**src/core/sgtmr_pkg.sv**
```systemverilog
/*
 * register map, field positions, reset values and types of the timer.
 * assumes an avalon-mm slave with byte addresses, one aligned word per
 * register, 16-bit data in the low bits.
 */
// Operation
// - up mode counts from zero by one, wraps after reload value, flags overflow
// - overflow or underflow gives update event loading buffered reload and prescaler
// - update-disable bit suppresses update events and their transfers
// - down mode counts from reload value to zero, reloads, flags underflow
// - center mode counts zero up to reload value and back, repeating
// - center mode overflow at reload minus one going up, underflow at one down
// - count-direction field in first control register picks the counting mode
// - sixteen-bit prescaler divides counter clock by one to 65536
// - prescaler setting is buffered, takes effect at update event
// - without slave mode the prescaler runs straight from the internal clock
// - counter, reload value and prescaler are sixteen-bit registers
// - capture input passes edge detector, filter and event-count prescaler
// - selected capture edge latches the counter into the compare register
// - capture sets channel flag; interrupt raised when the channel interrupt enable is one
// - eight output compare modes selected by the mode field
// - on compare match output goes high, low or toggles per mode and polarity
// - channel flag raises interrupt if enabled, dma request if selected
// - pwm pulse width from compare value, period from reload value
// - pwm mode 1 active while counter below compare value
// - pwm mode 2 inactive while counter below compare value
// - mode 100 forces reference inactive, 101 forces it active
// - forced modes still raise channel interrupt and dma requests
// - reload writes act at once without preload, else at next update
package sgtmr_pkg;
	// ***********************************************
	// register offsets (byte addresses)
	// ***********************************************
	localparam logic [7:0] OFS_CTRL = 8'h00;
	localparam logic [7:0] OFS_DIEN = 8'h0c;
	localparam logic [7:0] OFS_STS = 8'h10;
	localparam logic [7:0] OFS_CEG = 8'h14;
	localparam logic [7:0] OFS_CCM = 8'h18;
	localparam logic [7:0] OFS_CCEN = 8'h20;
	localparam logic [7:0] OFS_CNT = 8'h24;
	localparam logic [7:0] OFS_PSC = 8'h28;
	localparam logic [7:0] OFS_ARR = 8'h2c;
	localparam logic [7:0] OFS_CC = 8'h34;
	// field positions
	localparam int CTRL_RUN = 0;
	localparam int CTRL_UD = 1;
	localparam int CTRL_DIR = 4;
	localparam int CTRL_ARPE = 7;
	localparam int DIEN_UIE = 0;
	localparam int DIEN_CCIE = 1;
	localparam int DIEN_DMA = 8;
	localparam int STS_UIF = 0;
	localparam int STS_CCIF = 1;
	localparam int CEG_UG = 0;
	localparam int CCM_SEL = 0;
	localparam int CCM_ICP = 2;
	localparam int CCM_OCM = 4;
	localparam int CCM_FLT = 8;
	localparam int CCEN_EN = 0;
	localparam int CCEN_POL = 1;
	// reset values
	localparam logic [15:0] RST_REG16 = 16'h0000;
	localparam logic [1:0] SEL_OUT = 2'h0;
	localparam logic [1:0] SEL_IN = 2'h1;
	// ***********************************************
	// types
	// ***********************************************
	typedef enum logic [1:0] {
		DIR_UP = 2'h0,
		DIR_DOWN = 2'h1,
		DIR_CTR = 2'h3
	} sgtmr_dir_type;
	typedef enum logic [2:0] {
		OCM_FREEZE = 3'h0,
		OCM_ACT = 3'h1,
		OCM_INACT = 3'h2,
		OCM_TOG = 3'h3,
		OCM_FLO = 3'h4,
		OCM_FHI = 3'h5,
		OCM_PWM1 = 3'h6,
		OCM_PWM2 = 3'h7
	} sgtmr_ocm_type;
	typedef enum logic {
		BUS_IDLE = 1'h0,
		BUS_ACK = 1'h1
	} sgtmr_bus_type;
	typedef struct packed {
		logic arpe;
		sgtmr_dir_type dir;
		logic ud;
		logic run;
	} sgtmr_ctrl_type;
	typedef struct packed {
		logic [3:0] flt;
		logic rsv;
		sgtmr_ocm_type ocm;
		logic [1:0] icp;
		logic [1:0] sel;
	} sgtmr_ccm_type;
endpackage

```
**src/core/sgtmr_top.sv**
```systemverilog
/*
 * single channel 16-bit general timer: time base, capture, compare, pwm.
 * assumes one clock, an avalon-mm master that holds its request until
 * waitrequest is low, and an asynchronous capture pin.
 */
// The register offsets and register access over Avalon-MM were chosen for this implementation.
`timescale 1ns/1ps
`default_nettype none
module sgtmr_top #(
	parameter int CNT_W = 16
) (
	input wire logic ref_clk_i,
	input wire logic rst_b_i,
	input wire logic ce_i,
	input wire logic [7:0] avs_address_i,
	input wire logic avs_read_i,
	input wire logic avs_write_i,
	input wire logic [31:0] avs_writedata_i,
	output logic [31:0] avs_readdata_o,
	output logic avs_waitrequest_o,
	input wire logic cap_pin_i,
	output logic ch_out_o,
	output logic irq_o,
	output logic dma_req_o
);
	// ***********************************************
	// elaboration check
	// ***********************************************
	if (CNT_W != 16) begin : g_chk
		$error("sgtmr_top supports only a 16-bit counter");
	end

	sgtmr_pkg::sgtmr_bus_type bus_ff;
	logic wait_ff;
	logic [31:0] rdata_ff;
	logic [15:0] rd_mux;
	logic wr_go;
	logic [15:0] wd;
	sgtmr_pkg::sgtmr_ctrl_type ctrl_ff;
	sgtmr_pkg::sgtmr_ccm_type ccm_ff;
	logic [15:0] dien_ff;
	logic [1:0] sts_ff;
	logic [1:0] ccen_ff;
	logic [15:0] cnt_ff, nxt_cnt;
	logic [15:0] psc_buf_ff, psc_act_ff, psc_cnt_ff;
	logic [15:0] arr_buf_ff, arr_act_ff, arr_eff;
	logic [15:0] cc_ff;
	logic up_ff, nxt_up;
	logic ovf, unf, ueg_go, uev, tick, tick_d_ff, cnt_wr;
	logic s1_ff, s2_ff, s3_ff, flt_ff, edge_ff;
	logic [3:0] flt_cnt_ff;
	logic [2:0] icp_cnt_ff, icp_lim;
	logic out_mode, in_mode, match, cap_go, ch_set;
	logic oc_ref_ff, ch_out_ff, irq_ff, dma_ff;

	assign wd = avs_writedata_i[15:0];
	assign wr_go = ce_i && avs_write_i && bus_ff == sgtmr_pkg::BUS_ACK;

	// ***********************************************
	// avalon slave: one wait state per access
	// ***********************************************
	// read data is sampled when the request is seen and held for the ack cycle
	always_ff @(posedge ref_clk_i or negedge rst_b_i) begin
		if (!rst_b_i) begin
			bus_ff <= sgtmr_pkg::BUS_IDLE;
			wait_ff <= 1'b1;
			rdata_ff <= 32'h0000_0000;
		end else if (ce_i) begin
			case (bus_ff)
				sgtmr_pkg::BUS_IDLE: begin
					if (avs_read_i || avs_write_i) begin
						bus_ff <= sgtmr_pkg::BUS_ACK;
						wait_ff <= 1'b0;
						rdata_ff <= {16'h0000, rd_mux};
					end
				end
				default: begin
					bus_ff <= sgtmr_pkg::BUS_IDLE;
					wait_ff <= 1'b1;
				end
			endcase
		end
	end

	// read decode; unmapped offsets answer zero
	always_comb begin
		rd_mux = 16'h0000;
		if (avs_address_i == sgtmr_pkg::OFS_CTRL) begin
			rd_mux[sgtmr_pkg::CTRL_RUN] = ctrl_ff.run;
			rd_mux[sgtmr_pkg::CTRL_UD] = ctrl_ff.ud;
			rd_mux[sgtmr_pkg::CTRL_DIR +: 2] = ctrl_ff.dir;
			rd_mux[sgtmr_pkg::CTRL_ARPE] = ctrl_ff.arpe;
		end else if (avs_address_i == sgtmr_pkg::OFS_DIEN) begin
			rd_mux = dien_ff;
		end else if (avs_address_i == sgtmr_pkg::OFS_STS) begin
			rd_mux[1:0] = sts_ff;
		end else if (avs_address_i == sgtmr_pkg::OFS_CCM) begin
			rd_mux[11:0] = ccm_ff;
		end else if (avs_address_i == sgtmr_pkg::OFS_CCEN) begin
			rd_mux[1:0] = ccen_ff;
		end else if (avs_address_i == sgtmr_pkg::OFS_CNT) begin
			rd_mux = cnt_ff;
		end else if (avs_address_i == sgtmr_pkg::OFS_PSC) begin
			rd_mux = psc_buf_ff;
		end else if (avs_address_i == sgtmr_pkg::OFS_ARR) begin
			rd_mux = arr_buf_ff;
		end else if (avs_address_i == sgtmr_pkg::OFS_CC) begin
			rd_mux = cc_ff;
		end
	end

	// ***********************************************
	// control registers
	// ***********************************************
	// direction, run and preload bits live in the first control word
	always_ff @(posedge ref_clk_i or negedge rst_b_i) begin
		if (!rst_b_i) begin
			ctrl_ff <= '0;
			dien_ff <= sgtmr_pkg::RST_REG16;
			ccm_ff <= '0;
			ccen_ff <= 2'h0;
		end else if (wr_go) begin
			if (avs_address_i == sgtmr_pkg::OFS_CTRL) begin
				ctrl_ff.run <= wd[sgtmr_pkg::CTRL_RUN];
				ctrl_ff.ud <= wd[sgtmr_pkg::CTRL_UD];
				ctrl_ff.dir <= sgtmr_pkg::sgtmr_dir_type'(wd[sgtmr_pkg::CTRL_DIR +: 2]);
				ctrl_ff.arpe <= wd[sgtmr_pkg::CTRL_ARPE];
			end else if (avs_address_i == sgtmr_pkg::OFS_DIEN) begin
				dien_ff <= {7'h00, wd[sgtmr_pkg::DIEN_DMA], 6'h00, wd[1:0]};
			end else if (avs_address_i == sgtmr_pkg::OFS_CCM) begin
				ccm_ff <= {wd[11:8], 1'b0, wd[6:0]}; // bit 7 stays reserved and reads zero
			end else if (avs_address_i == sgtmr_pkg::OFS_CCEN) begin
				ccen_ff <= wd[1:0];
			end
		end
	end

	// prescaler and reload buffers, active copies loaded on update
	always_ff @(posedge ref_clk_i or negedge rst_b_i) begin
		if (!rst_b_i) begin
			psc_buf_ff <= sgtmr_pkg::RST_REG16;
			psc_act_ff <= sgtmr_pkg::RST_REG16;
			arr_buf_ff <= sgtmr_pkg::RST_REG16;
			arr_act_ff <= sgtmr_pkg::RST_REG16;
		end else if (ce_i) begin
			if (wr_go && avs_address_i == sgtmr_pkg::OFS_PSC) begin
				psc_buf_ff <= wd;
			end
			if (wr_go && avs_address_i == sgtmr_pkg::OFS_ARR) begin
				arr_buf_ff <= wd;
			end
			if (uev) begin
				psc_act_ff <= psc_buf_ff;
				arr_act_ff <= arr_buf_ff;
			end
		end
	end

	// without preload the buffer itself steers the counter
	assign arr_eff = ctrl_ff.arpe ? arr_act_ff : arr_buf_ff;

	// ***********************************************
	// time base
	// ***********************************************
	assign cnt_wr = wr_go && avs_address_i == sgtmr_pkg::OFS_CNT;
	assign ueg_go = wr_go && avs_address_i == sgtmr_pkg::OFS_CEG && wd[sgtmr_pkg::CEG_UG];
	// the internal clock, gated by ce_i, feeds the prescaler directly
	assign tick = ce_i && ctrl_ff.run && psc_cnt_ff == psc_act_ff;
	assign uev = ce_i && (ovf || unf || ueg_go) && !ctrl_ff.ud;

	// prescaler counter: ratio is psc_act plus one
	always_ff @(posedge ref_clk_i or negedge rst_b_i) begin
		if (!rst_b_i) begin
			psc_cnt_ff <= sgtmr_pkg::RST_REG16;
		end else if (ce_i) begin
			if (ueg_go || tick) begin
				psc_cnt_ff <= 16'h0000;
			end else if (ctrl_ff.run) begin
				psc_cnt_ff <= psc_cnt_ff + 16'h0001;
			end
		end
	end

	// next counter value and overflow/underflow per counting mode
	always_comb begin
		nxt_cnt = cnt_ff;
		nxt_up = up_ff;
		ovf = 1'b0;
		unf = 1'b0;
		if (cnt_wr) begin
			nxt_cnt = wd;
		end else if (ueg_go) begin
			nxt_cnt = (ctrl_ff.dir == sgtmr_pkg::DIR_DOWN) ? arr_eff : 16'h0000;
			nxt_up = 1'b1;
		end else if (tick) begin
			case (ctrl_ff.dir)
				sgtmr_pkg::DIR_DOWN: begin
					if (cnt_ff == 16'h0000) begin
						nxt_cnt = arr_eff;
						unf = 1'b1;
					end else begin
						nxt_cnt = cnt_ff - 16'h0001;
					end
				end
				sgtmr_pkg::DIR_CTR: begin
					if (up_ff) begin
						ovf = arr_eff != 16'h0000 && cnt_ff == arr_eff - 16'h0001;
						if (cnt_ff >= arr_eff) begin
							nxt_up = 1'b0;
							nxt_cnt = (cnt_ff == 16'h0000) ? cnt_ff : cnt_ff - 16'h0001;
						end else begin
							nxt_cnt = cnt_ff + 16'h0001;
							nxt_up = (nxt_cnt != arr_eff);
						end
					end else begin
						unf = cnt_ff == 16'h0001;
						if (cnt_ff <= 16'h0001) begin
							nxt_up = 1'b1;
						end
						if (cnt_ff != 16'h0000) begin
							nxt_cnt = cnt_ff - 16'h0001;
						end
					end
				end
				default: begin
					if (cnt_ff >= arr_eff) begin
						nxt_cnt = 16'h0000;
						ovf = 1'b1;
					end else begin
						nxt_cnt = cnt_ff + 16'h0001;
					end
				end
			endcase
		end
	end

	// 16-bit counter and one-bit center-mode direction state
	always_ff @(posedge ref_clk_i or negedge rst_b_i) begin
		if (!rst_b_i) begin
			cnt_ff <= sgtmr_pkg::RST_REG16;
			up_ff <= 1'b1;
			tick_d_ff <= 1'b0;
		end else if (ce_i) begin
			cnt_ff <= nxt_cnt;
			up_ff <= nxt_up;
			tick_d_ff <= tick;
		end
	end

	// ***********************************************
	// capture input path
	// ***********************************************
	// three-stage synchroniser; only stages two and three are compared
	always_ff @(posedge ref_clk_i or negedge rst_b_i) begin
		if (!rst_b_i) begin
			s1_ff <= 1'b0;
			s2_ff <= 1'b0;
			s3_ff <= 1'b0;
		end else if (ce_i) begin
			s1_ff <= cap_pin_i;
			s2_ff <= s1_ff;
			s3_ff <= s2_ff;
		end
	end

	// filter: a change must stay for flt extra samples before it is taken
	always_ff @(posedge ref_clk_i or negedge rst_b_i) begin
		if (!rst_b_i) begin
			flt_ff <= 1'b0;
			flt_cnt_ff <= 4'h0;
			edge_ff <= 1'b0;
		end else if (ce_i) begin
			edge_ff <= 1'b0;
			if (s2_ff == s3_ff && s3_ff != flt_ff) begin
				if (flt_cnt_ff >= ccm_ff.flt) begin
					flt_ff <= s3_ff;
					flt_cnt_ff <= 4'h0;
					edge_ff <= s3_ff != ccen_ff[sgtmr_pkg::CCEN_POL];
				end else begin
					flt_cnt_ff <= flt_cnt_ff + 4'h1;
				end
			end else begin
				flt_cnt_ff <= 4'h0;
			end
		end
	end

	// event prescaler: capture on every 1, 2, 4 or 8 edges
	assign in_mode = ccm_ff.sel == sgtmr_pkg::SEL_IN;
	assign out_mode = ccm_ff.sel == sgtmr_pkg::SEL_OUT;
	assign icp_lim = 3'((4'h1 << ccm_ff.icp) - 4'h1);
	assign cap_go = ce_i && edge_ff && in_mode && ccen_ff[sgtmr_pkg::CCEN_EN]
		&& icp_cnt_ff == icp_lim;
	always_ff @(posedge ref_clk_i or negedge rst_b_i) begin
		if (!rst_b_i) begin
			icp_cnt_ff <= 3'h0;
		end else if (ce_i) begin
			if (!in_mode || !ccen_ff[sgtmr_pkg::CCEN_EN]) begin
				icp_cnt_ff <= 3'h0;
			end else if (edge_ff) begin
				icp_cnt_ff <= cap_go ? 3'h0 : icp_cnt_ff + 3'h1;
			end
		end
	end

	// compare register: software writes it, a capture overwrites it
	always_ff @(posedge ref_clk_i or negedge rst_b_i) begin
		if (!rst_b_i) begin
			cc_ff <= sgtmr_pkg::RST_REG16;
		end else if (ce_i) begin
			if (cap_go) begin
				cc_ff <= cnt_ff;
			end else if (wr_go && avs_address_i == sgtmr_pkg::OFS_CC) begin
				cc_ff <= wd;
			end
		end
	end

	// ***********************************************
	// output compare
	// ***********************************************
	// a match is seen once, in the cycle after the counter stepped
	assign match = ce_i && tick_d_ff && out_mode && cnt_ff == cc_ff;
	assign ch_set = match || cap_go;

	// reference level; pwm compares continuously so width follows cc, period arr
	always_ff @(posedge ref_clk_i or negedge rst_b_i) begin
		if (!rst_b_i) begin
			oc_ref_ff <= 1'b0;
		end else if (ce_i && out_mode) begin
			case (ccm_ff.ocm)
				sgtmr_pkg::OCM_ACT: begin
					if (match) oc_ref_ff <= 1'b1;
				end
				sgtmr_pkg::OCM_INACT: begin
					if (match) oc_ref_ff <= 1'b0;
				end
				sgtmr_pkg::OCM_TOG: begin
					if (match) oc_ref_ff <= !oc_ref_ff;
				end
				sgtmr_pkg::OCM_FLO: oc_ref_ff <= 1'b0;
				sgtmr_pkg::OCM_FHI: oc_ref_ff <= 1'b1;
				sgtmr_pkg::OCM_PWM1: oc_ref_ff <= cnt_ff < cc_ff;
				sgtmr_pkg::OCM_PWM2: oc_ref_ff <= !(cnt_ff < cc_ff);
				default: oc_ref_ff <= oc_ref_ff;
			endcase
		end
	end

	// ***********************************************
	// flags, interrupt, dma, pin
	// ***********************************************
	// flags clear on a written zero; a same-cycle event wins over the clear
	always_ff @(posedge ref_clk_i or negedge rst_b_i) begin
		if (!rst_b_i) begin
			sts_ff <= 2'h0;
		end else if (ce_i) begin
			if (wr_go && avs_address_i == sgtmr_pkg::OFS_STS) begin
				sts_ff <= (sts_ff & wd[1:0]) | {ch_set, uev};
			end else begin
				sts_ff <= sts_ff | {ch_set, uev};
			end
		end
	end

	// pin polarity flips the reference; a disabled channel drives low
	always_ff @(posedge ref_clk_i or negedge rst_b_i) begin
		if (!rst_b_i) begin
			ch_out_ff <= 1'b0;
			irq_ff <= 1'b0;
			dma_ff <= 1'b0;
		end else if (ce_i) begin
			ch_out_ff <= out_mode && ccen_ff[sgtmr_pkg::CCEN_EN]
				&& (oc_ref_ff ^ ccen_ff[sgtmr_pkg::CCEN_POL]);
			irq_ff <= |(sts_ff & dien_ff[1:0]);
			dma_ff <= ch_set && dien_ff[sgtmr_pkg::DIEN_DMA];
		end
	end

	assign avs_readdata_o = rdata_ff;
	assign avs_waitrequest_o = wait_ff;
	assign ch_out_o = ch_out_ff;
	assign irq_o = irq_ff;
	assign dma_req_o = dma_ff;
endmodule
`default_nettype wire

```
**config.mk**
```make
export PLATFORM = sky130hd
export DESIGN_NAME = sgtmr_top
export DESIGN_NICKNAME = d
export VERILOG_FILES = /design/src/core/sgtmr_pkg.sv /design/src/core/sgtmr_top.sv
export SDC_FILE = /design/constraint.sdc
export NUM_CORES = 1
export LEC_CHECK = 0
export BUFFER_PORTS_ARGS = -buffer_cell sky130_fd_sc_hd__buf_4
export CAP_MARGIN = 5
export CORE_MARGIN = 3
export CORE_UTILIZATION = 30
export CTS_BUF_LIST = sky130_fd_sc_hd__clkbuf_8
export CTS_CLUSTER_DIAMETER = 80
export DETAILED_ROUTE_END_ITERATION = 7
export PLACE_DENSITY = 0.51
export SYNTH_ARGS = -nofsm -noshare
export SYNTH_HDL_FRONTEND = slang
export SYNTH_SLANG_ARGS = --single-unit
```
**constraint.sdc**
```tcl
create_clock -name ref_clk_i -period 4.8 [get_ports ref_clk_i]
set_input_delay 1.44 -clock ref_clk_i [delete_from_list [all_inputs] [get_ports ref_clk_i]]
set_output_delay 1.44 -clock ref_clk_i [all_outputs]
set_load 0.01 [all_outputs]
```
==> results of run 1 <==
==> synthesized netlist by cell type, types with 20 or more instances <==
cell	count	area share, %
mux2i_1	31	2.7
mux2_2	66	6.5
a22oi_1	21	1.4
a21o_1	20	1.3
clkbuf_1	58	1.9
nand3_1	41	1.8
nor2_1	99	3.3
a21oi_1	68	3.0
nand2_1	77	2.5
xnor2_1	47	3.6
ha_1	44	4.8
nor3_1	37	1.6
dfrtp_1	169	37
o21ai_0	52	2.3
mux2_4	29	3.8
inv_1	41	1.4
xor2_1	34	2.6
==> how the worst max path moves through the flow <==
stage,cells past startpoint,endpoint,slack [ns],start
finish,11,psc_act_ff[0],0.44,ctrl_ff[4]
global route,11,psc_act_ff[1],0.15,ctrl_ff[4]
CTS,11,psc_act_ff[1],0.55,ctrl_ff[4]
detailed placement,14,cnt_ff[13],0.59,ctrl_ff[4]
global placement,13,psc_act_ff[1],0.62,ctrl_ff[4]
floorplan,15,arr_act_ff[0],0.82,ctrl_ff[4]
==> kinds of logic (layout without fill, tap and decap cells) <==
logic type	count (synthesis)	count (layout)	share of synthesized area [%]
flops	171	171	37.63
other cells	1	16	0.03296
fa+ha+maj	44	44	4.839
simple gates	367	367	16.18
xor+xnor	81	81	6.236
compound gates	282	282	16.79
buf+inv	126	169	5.202
mux	126	126	13.09
==> sequential cells by signal, summed over array words and instances (netlist names), 5 cells and up <==
signal	count
arr_act_ff	16
arr_buf_ff	16
avs_readdata_o	16
cc_ff	16
ccm_ff	11
cnt_ff	16
ctrl_ff	5
psc_act_ff	16
psc_buf_ff	16
psc_cnt_ff	16
==> power groups by stage <==
stage | logic (mW) | clock network (mW) | registers, mW
final | 0.736 | 1.09 | 1.56
after global routing | 0.810 | 1.17 | 1.56
after CTS | 0.732 | 1.11 | 1.56
after detailed placement | 0.727 | 0 | 1.58
after global placement | 0.720 | 0 | 1.58
after floorplan | 0.479 | 0 | 1.54
==> routing by layer <==
| metal | part of all wire, % | track usage, % | up-vias |
|---|---|---|---|
| met5 | 0 | 0 | - |
| met4 | 1.5 | 4.216 | 0 |
| met3 | 6.4 | 3.405 | 36 |
| met2 | 45 | 27.49 | 315 |
| met1 | 47 | 25.20 | 4733 |
| li1 | - | - | 4442 |
==> per-stage QoR <==
stage	instance area [um2]	utilization (%)	hold slack [ns]	worst slack (ns)	std cells
detailed placement	12400	33.56	0.4720	0.5861	1728
global placement	12400	33.56	0.4635	0.6220	1728
CTS	12810	34.66	0.4936	0.5463	1760
floorplan	11430	-	0.4750	0.8239	1213
global route	12810	34.66	0.5219	0.1515	1760
finish	12810	34.66	0.4875	0.4356	1760
==> area by class of cell <==
type	count	share of cell area [%]
sequential	171	33.42
multi-input combinational	916	51.32
timing repair buffer	96	5.948
inverter	41	1.201
clock inverter	14	1.250
tap	504	4.922
clock buffer	18	1.934
==> critical path, delay by kind of cell (launching register included) <==
kind,cells,cell delay (ns)
muxes,2,0.60
buffers and inverters,1,0.28
DFF,1,0.73
and+or+nand+nor,4,0.91
adders and majority gates,1,0.31
AOI/OAI and AO/OA,3,1.36
==> results.py, run 1 <==
metrics = {
    "drt": {
        "avgViaCountPerCell": 5.413,
        "routed_wirelength_mm": 36.20,
        "first_pass_iters": 6,
        "drc": 0,
        "ant_nets": 0,
        "wl_per_cell_um": 20.57,
        "num_vias": 9526,
        "drtIter0Drc": 771,
    },
    "logic_synthesis": {
        "ys_warn_count": 0,
        "ys_types": 79,
        "synth-seq-area-share_pct": 37.63,
        "mappedNetlistArea_um2": 11380,
        "synth_edf_count": 0,
        "async_reset_ff_share_pct": 100.0,
        "ys.flop_type": "dfrtp_1",
        "synthesis.instances": 1198,
        "ys_ff_latch": 171,
        "syn-mean-instance-area_um2": 9.497,
    },
    "status": {
        "status": "finished clean",
    },
    "sta": {
        "rsz0062_at_grt": "no",
        "relSlewSlack_pct": 31.74,
        "finalHoldViolations": 0,
        "tns_ns": 0,
        "setup_viol": 0,
        "period_needed_ns": 4.364,
        "skew_ns": 0.01781,
        "fmax_mhz": 229.1,
        "final-max-slew-violation-count": 0,
        "fin_crit_sh_pct": 90.92,
        "tightestPinTransition_ns": 1.013,
    },
    "die": {
        "die_h_um": 200.7,
        "die_w_um": 200.7,
        "start_util_pct": 30.78,
        "core_um2": 36960,
        "io_pins": 82,
        "die-area_um2": 40300,
        "rows": 70,
    },
    "min_path": {
        "min_to": "avs_readdata_o[11]",
        "hp-class": "reg -> reg",
        "hp-start": "avs_readdata_o[11]",
        "hold_depth": 1,
    },
    "clocking": {
        "postCtsSetupBuffers": 0,
        "cts.sinks": 171,
        "clock_latency_ns": 0.49,
        "cts_tree": "built",
        "cts_resized": 0,
        "cts_buffers": 17,
        "clk_pin_slew_ns": 0.11,
        "cts_root_buf": "clkbuf_8",
        "ctsHtreeMaxLevel": 4,
        "clockBufferDepth": 2,
        "holdBufCountCts": 0,
    },
    "worst_setup_path": {
        "critPathKind": "reg -> reg",
        "reg2reg_from": "ctrl_ff[4]",
        "reg2reg_to": "psc_act_ff[0]",
        "path_cells": "mux2i_1 > ha_1 > nor4b_1 > a32oi_1 > nor2_1 > or3_1 > a211oi_2 > nand4_2 > a21oi_4 > buf_12 > mux2_2",
        "start_kind": "flop",
        "ff2ff_path_depth": 11,
        "crit_slowest_cell": "dfrtp_1",
        "end_kind": "flop",
        "arrival_ns": 4.73,
        "rrSetupSlack_ns": 0.44,
        "path_max_fanout": 27,
        "cp.required_ns": 5.16,
        "slowest_delay_ns": 0.73,
    },
    "global_route": {
        "grt_antenna_before_repair": 0,
        "grt_pass1_vias": 9117,
        "grtUsageTotal_pct": 17.61,
        "overflow": 0,
        "grt_max_degree": 102,
        "grt_first_pass_wirelength_mm": 56.03,
    },
    "final_layout": {
        "finalNetCount": 1333,
        "multi_input_comb_area_um2": 6575,
        "most-common-layout-cells": "dfrtp_1, nor2_1, buf_4, nand2_1, a21oi_1",
        "fillers": 3791,
        "final_common_cell": "dfrtp_1",
        "drive_gt1_share_pct": 19.11,
        "area_delta_synth_final_pct": 12.60,
        "insertedDiodeCount": 0,
        "regArea_um2": 4282,
    },
    "placed_design": {
        "detailed_place_hpwl_mm": 26.45,
        "port_buffers": 49,
        "finalWeightedCongestion": 0.9015,
    },
    "pwr": {
        "power.share.combinational_pct": 21.8,
        "power.density_nw_per_um2": 263.8,
        "power_switching_mw": 1.116,
        "seqPwrFrac_pct": 46.1,
        "p_leak_nw": 5.721,
        "swShare_pct": 33.02,
        "power.total_mw": 3.379,
        "p_int_mw": 2.263,
        "ir_worst_vdd_mv": 0.1224,
        "clkPwrFrac_pct": 32.2,
    },
    "flow_run": {
        "drv_cap": 0,
    },
}
Power figures use the tool's default switching activity.
==> inputs of run 2 (changes only) <==
CORE_UTILIZATION = 63   (was 30)
PLACE_DENSITY = 0.89   (was 0.51)
==> results.py, run 2 (synthesis gave the netlist of run 1 again) <==
metrics = {
    "sta": {
        "holdWs_ns": 0.4826,
        "fin_ws_ns": 0.5319,
        "tns_ns": 0,
        "finalHoldViolations": 0,
        "rsz0062_at_grt": "no",
        "final-max-slew-violation-count": 0,
        "period_needed_ns": 4.268,
        "tightestPinTransition_ns": 1.008,
        "skew_ns": 0.01398,
        "relSlewSlack_pct": 32.26,
        "setup_viol": 0,
        "fin_crit_sh_pct": 88.92,
        "fmax_mhz": 234.3,
    },
    "final_layout": {
        "insertedDiodeCount": 0,
        "final_common_cell": "dfrtp_1",
        "drive_gt1_share_pct": 17.48,
        "area_delta_synth_final_pct": 8.050,
        "finalNetCount": 1315,
        "most-common-layout-cells": "dfrtp_1, nor2_1, nand2_1, buf_4, a21oi_1",
        "finalNonFillerCells": 1461,
        "fillers": 1250,
    },
    "placed_design": {
        "finalWeightedCongestion": 0.9827,
        "place_inst": 1431,
        "detailed_place_hpwl_mm": 23.58,
        "post-place-ws_ns": 0.6487,
        "port_buffers": 49,
    },
    "clocking": {
        "cts_tree": "built",
        "holdBufCountCts": 0,
        "cts_resized": 0,
        "clock_latency_ns": 0.49,
        "cts_buffers": 17,
        "clk_pin_slew_ns": 0.09,
        "cts_root_buf": "clkbuf_8",
        "postCtsSetupBuffers": 0,
        "cts.sinks": 171,
        "clockBufferDepth": 2,
        "ctsHtreeMaxLevel": 4,
    },
    "global_route": {
        "grt_pass1_vias": 9766,
        "grt_first_pass_wirelength_mm": 52.34,
        "grt_max_degree": 87,
        "grt_antenna_before_repair": 0,
        "grtUsageTotal_pct": 33.23,
        "overflow": 0,
    },
    "worst_setup_path": {
        "arrival_ns": 4.63,
        "crit_top_cell": "a21oi_1",
        "start_kind": "flop",
        "crit_buf_inv": 3,
        "critPathKind": "reg -> reg",
        "crit_slowest_cell": "a211oi_2",
        "cp.required_ns": 5.16,
        "path_max_fanout": 30,
        "slowest_delay_ns": 0.55,
        "critPathTopFamily": "compound AO/OA/AOI/OAI gates",
        "path_cells": "buf_4 > mux2_2 > inv_1 > ha_1 > a21oi_1 > a21boi_0 > o21ba_2 > a211oi_2 > buf_4 > a21oi_1 > a2111oi_0 > a2bb2oi_1 > a21oi_1",
        "end_kind": "flop",
    },
    "die": {
        "die-area_um2": 19710,
        "start_util_pct": 65.10,
        "io_pins": 82,
        "die_h_um": 140.4,
        "rows": 48,
        "die_w_um": 140.4,
        "core_um2": 17480,
    },
    "drt": {
        "drtIter0Drc": 1697,
        "routed_wirelength_mm": 32.71,
        "avgViaCountPerCell": 6.862,
        "drc": 4,
        "ant_nets": 0,
        "num_vias": 10030,
        "first_pass_iters": 8,
        "wl_per_cell_um": 22.39,
    },
    "pwr": {
        "power.total_mw": 3.264,
        "p_leak_nw": 5.638,
        "ir_worst_vdd_mv": 0.2917,
        "power.density_nw_per_um2": 265.5,
    },
    "status": {
        "failed_checks": "DRC",
        "status": "complete, but fails checks",
    },
    "min_path": {
        "hp-class": "reg -> reg",
    },
    "flow_run": {
        "drv_cap": 0,
    },
}
run 2: cell type report:
type / instances / area (um2) / share of cell area [%]
Timing Repair Buffer: 78 / 626.9 / 5.099
Tap cell: 225 / 281.5 / 2.290
Clock buffer: 20 / 275.3 / 2.239
Clock inverter: 10 / 102.6 / 0.8346
Multi-Input combinational cell: 916 / 6571 / 53.46
Inverter: 41 / 153.9 / 1.252
Sequential cell: 171 / 4282 / 34.83
run 2: path summary, 6_finish.rpt:
check	from	to	slack (ns)	cells past startpoint
worst max-delay path	ctrl_ff[4]	cnt_ff[2]	0.53	13
worst min-delay path	avs_readdata_o[7]	avs_readdata_o[7]	0.48	1
worst min register to register	avs_readdata_o[7]	avs_readdata_o[7]	0.48	1
min in group asynchronous	rst_b_i	s2_ff	0.89	1
worst max register to register	ctrl_ff[4]	cnt_ff[2]	0.53	13
max in group asynchronous	rst_b_i	up_ff	3.03	2
run 2: routing by layer:
layer,track usage (%),wire length (um),up-vias
li1,-,-,4409
met1,45.40,12960,4844
met2,52.44,15160,658
met3,8.126,3534,114
met4,10.61,1057,0
met5,0,0,-
run 2: through the flow:
step	instance area, um2	util (%)
finish	12290	70.34
global route	12290	70.34
CTS	12290	70.34
detailed placement	11920	68.18
global placement	11920	68.18
floorplan	11430	-
run 2: worst reg2reg max path, cell delays in order (launching register included):
cell,delay (ns)
dfrtp_1,0.49
buf_4,0.43
mux2_2,0.45
inv_1,0.18
ha_1,0.29
a21oi_1,0.15
a21boi_0,0.09
o21ba_2,0.22
a211oi_2,0.55
buf_4,0.30
a21oi_1,0.09
a2111oi_0,0.53
a2bb2oi_1,0.27
a21oi_1,0.10
run 2: report_power, final:
group,internal [mW],switching (mW),leakage (nW)
registers,1.48,0.109,2.35
logic,0.271,0.396,3.08
clock network,0.490,0.519,0.204
total,2.24,1.02,5.64
==> inputs of run 3 (changes only) <==
CORE_UTILIZATION = 41   (was 63)
PLACE_DENSITY = 0.64   (was 0.89)
clock period = 4.1 ns   (was 4.8 ns; I/O delays follow)
==> results.py, run 3 (synthesis gave the netlist of run 1 again) <==
metrics = {
    "clocking": {
        "cts_buffers": 17,
        "cts_resized": 0,
        "clockBufferDepth": 2,
        "clock_latency_ns": 0.46,
        "ctsHtreeMaxLevel": 4,
        "cts_root_buf": "clkbuf_8",
        "cts_tree": "built",
        "clk_pin_slew_ns": 0.10,
        "postCtsSetupBuffers": 0,
        "holdBufCountCts": 0,
        "cts.sinks": 171,
    },
    "worst_setup_path": {
        "rrSetupSlack_ns": 0.30,
        "end_kind": "flop",
        "arrival_ns": 4.14,
        "reg2reg_to": "psc_act_ff[1]",
        "start_kind": "flop",
        "reg2reg_from": "ctrl_ff[4]",
        "critPathKind": "reg -> reg",
        "ff2ff_path_depth": 11,
        "cp.required_ns": 4.44,
        "path_max_fanout": 33,
    },
    "die": {
        "die-area_um2": 29780,
        "die_h_um": 172.6,
        "io_pins": 82,
        "die_w_um": 172.6,
        "start_util_pct": 41.98,
        "rows": 60,
        "core_um2": 27100,
    },
    "global_route": {
        "grt_antenna_before_repair": 0,
        "grt_pass1_vias": 9030,
        "grt_max_degree": 71,
        "grt_first_pass_wirelength_mm": 52.34,
        "overflow": 0,
        "grtUsageTotal_pct": 22.00,
    },
    "min_path": {
        "hp-start": "avs_readdata_o[6]",
        "hold_depth": 1,
        "hp-class": "reg -> reg",
        "min_to": "avs_readdata_o[6]",
    },
    "flow_run": {
        "drv_cap": 0,
    },
    "sta": {
        "final-max-slew-violation-count": 0,
        "finalHoldViolations": 0,
        "fmax_mhz": 262.9,
        "rsz0062_at_grt": "no",
        "tightestPinTransition_ns": 0.8372,
        "period_needed_ns": 3.803,
        "fin_crit_sh_pct": 92.77,
        "tns_ns": 0,
        "setup_viol": 0,
        "relSlewSlack_pct": 44.05,
        "skew_ns": 0.01619,
    },
    "pwr": {
        "power.total_mw": 3.842,
        "seqPwrFrac_pct": 46.7,
        "power.share.combinational_pct": 22.3,
        "clkPwrFrac_pct": 31.0,
        "ir_worst_vdd_mv": 0.2104,
        "p_leak_nw": 5.719,
        "power.density_nw_per_um2": 304.0,
        "p_int_mw": 2.608,
        "power_switching_mw": 1.234,
        "swShare_pct": 32.12,
    },
    "drt": {
        "avgViaCountPerCell": 5.885,
        "ant_nets": 0,
        "num_vias": 9587,
        "drc": 0,
        "wl_per_cell_um": 20.50,
        "routed_wirelength_mm": 33.40,
        "drtIter0Drc": 989,
        "first_pass_iters": 8,
    },
    "final_layout": {
        "area_delta_synth_final_pct": 11.09,
        "most-common-layout-cells": "dfrtp_1, nor2_1, buf_4, nand2_1, a21oi_1",
        "regArea_um2": 4282,
        "drive_gt1_share_pct": 19.01,
        "final_common_cell": "dfrtp_1",
        "insertedDiodeCount": 0,
        "finalNetCount": 1336,
        "multi_input_comb_area_um2": 6571,
        "fillers": 2549,
    },
    "placed_design": {
        "detailed_place_hpwl_mm": 24.99,
        "port_buffers": 49,
        "finalWeightedCongestion": 0.9148,
    },
    "status": {
        "status": "finished clean",
    },
}
## run 3: layout make-up
cell class,count,area share (%)
multi-input cells,916,51.99
flip-flops and latches,171,33.88
repair buffers,99,6.207
well taps,372,3.683
clock buffers,17,1.851
inverters,41,1.218
clock inverters,13,1.168
## run 3: routing by layer
metal | GRT usage [%] | share of wire (%) | vias to the layer above
met5 | 0 | 0 | -
met4 | 5.779 | 2.0 | 0
met3 | 3.865 | 7.6 | 51
met2 | 34.24 | 45 | 398
met1 | 31.80 | 46 | 4673
li1 | - | - | 4465
## run 3: worst max-delay path by stage
stage / from / end / depth (start not counted)
after floorplan: ctrl_ff[4] / arr_act_ff[0] / 15
after global placement: avs_address_i[5] / ccm_ff[3] / 5
after detailed placement: ctrl_ff[4] / psc_act_ff[1] / 11
after CTS: ctrl_ff[4] / psc_act_ff[1] / 11
after global routing: ctrl_ff[4] / cnt_ff[4] / 13
final: ctrl_ff[4] / psc_act_ff[1] / 11
## run 3: worst max-delay path: stages, from the launching register on
cell	delay [ns]
dfrtp_1	0.47
mux2i_1	0.37
ha_1	0.35
nor4b_1	0.26
a32oi_1	0.23
nor4_1	0.46
xor2_1	0.14
a211oi_2	0.33
nand4_2	0.18
a21oi_4	0.20
buf_12	0.29
mux2_2	0.37
## run 3: power by group through the flow
| stage | sequential (mW) | clock [mW] | combinational (mW) |
|---|---|---|---|
| floorplan | 1.81 | 0 | 0.561 |
| global placement | 1.83 | 0 | 0.831 |
| detailed placement | 1.83 | 0 | 0.843 |
| CTS | 1.79 | 1.22 | 0.847 |
| global route | 1.80 | 1.29 | 0.934 |
| finish | 1.79 | 1.19 | 0.856 |
## run 3: through the flow
| step | util (%) | setup slack [ns] | hold WS (ns) | area [um2] | std cells |
|---|---|---|---|---|---|
| floorplan | - | 0.1239 | 0.4750 | 11430 | 1213 |
| global placement | 45.23 | 0.4126 | 0.4620 | 12260 | 1599 |
| detailed placement | 45.23 | 0.3986 | 0.4673 | 12260 | 1599 |
| CTS | 46.63 | 0.3579 | 0.4879 | 12640 | 1629 |
| global route | 46.63 | 0.1571 | 0.5045 | 12640 | 1629 |
| finish | 46.63 | 0.2966 | 0.4834 | 12640 | 1629 |
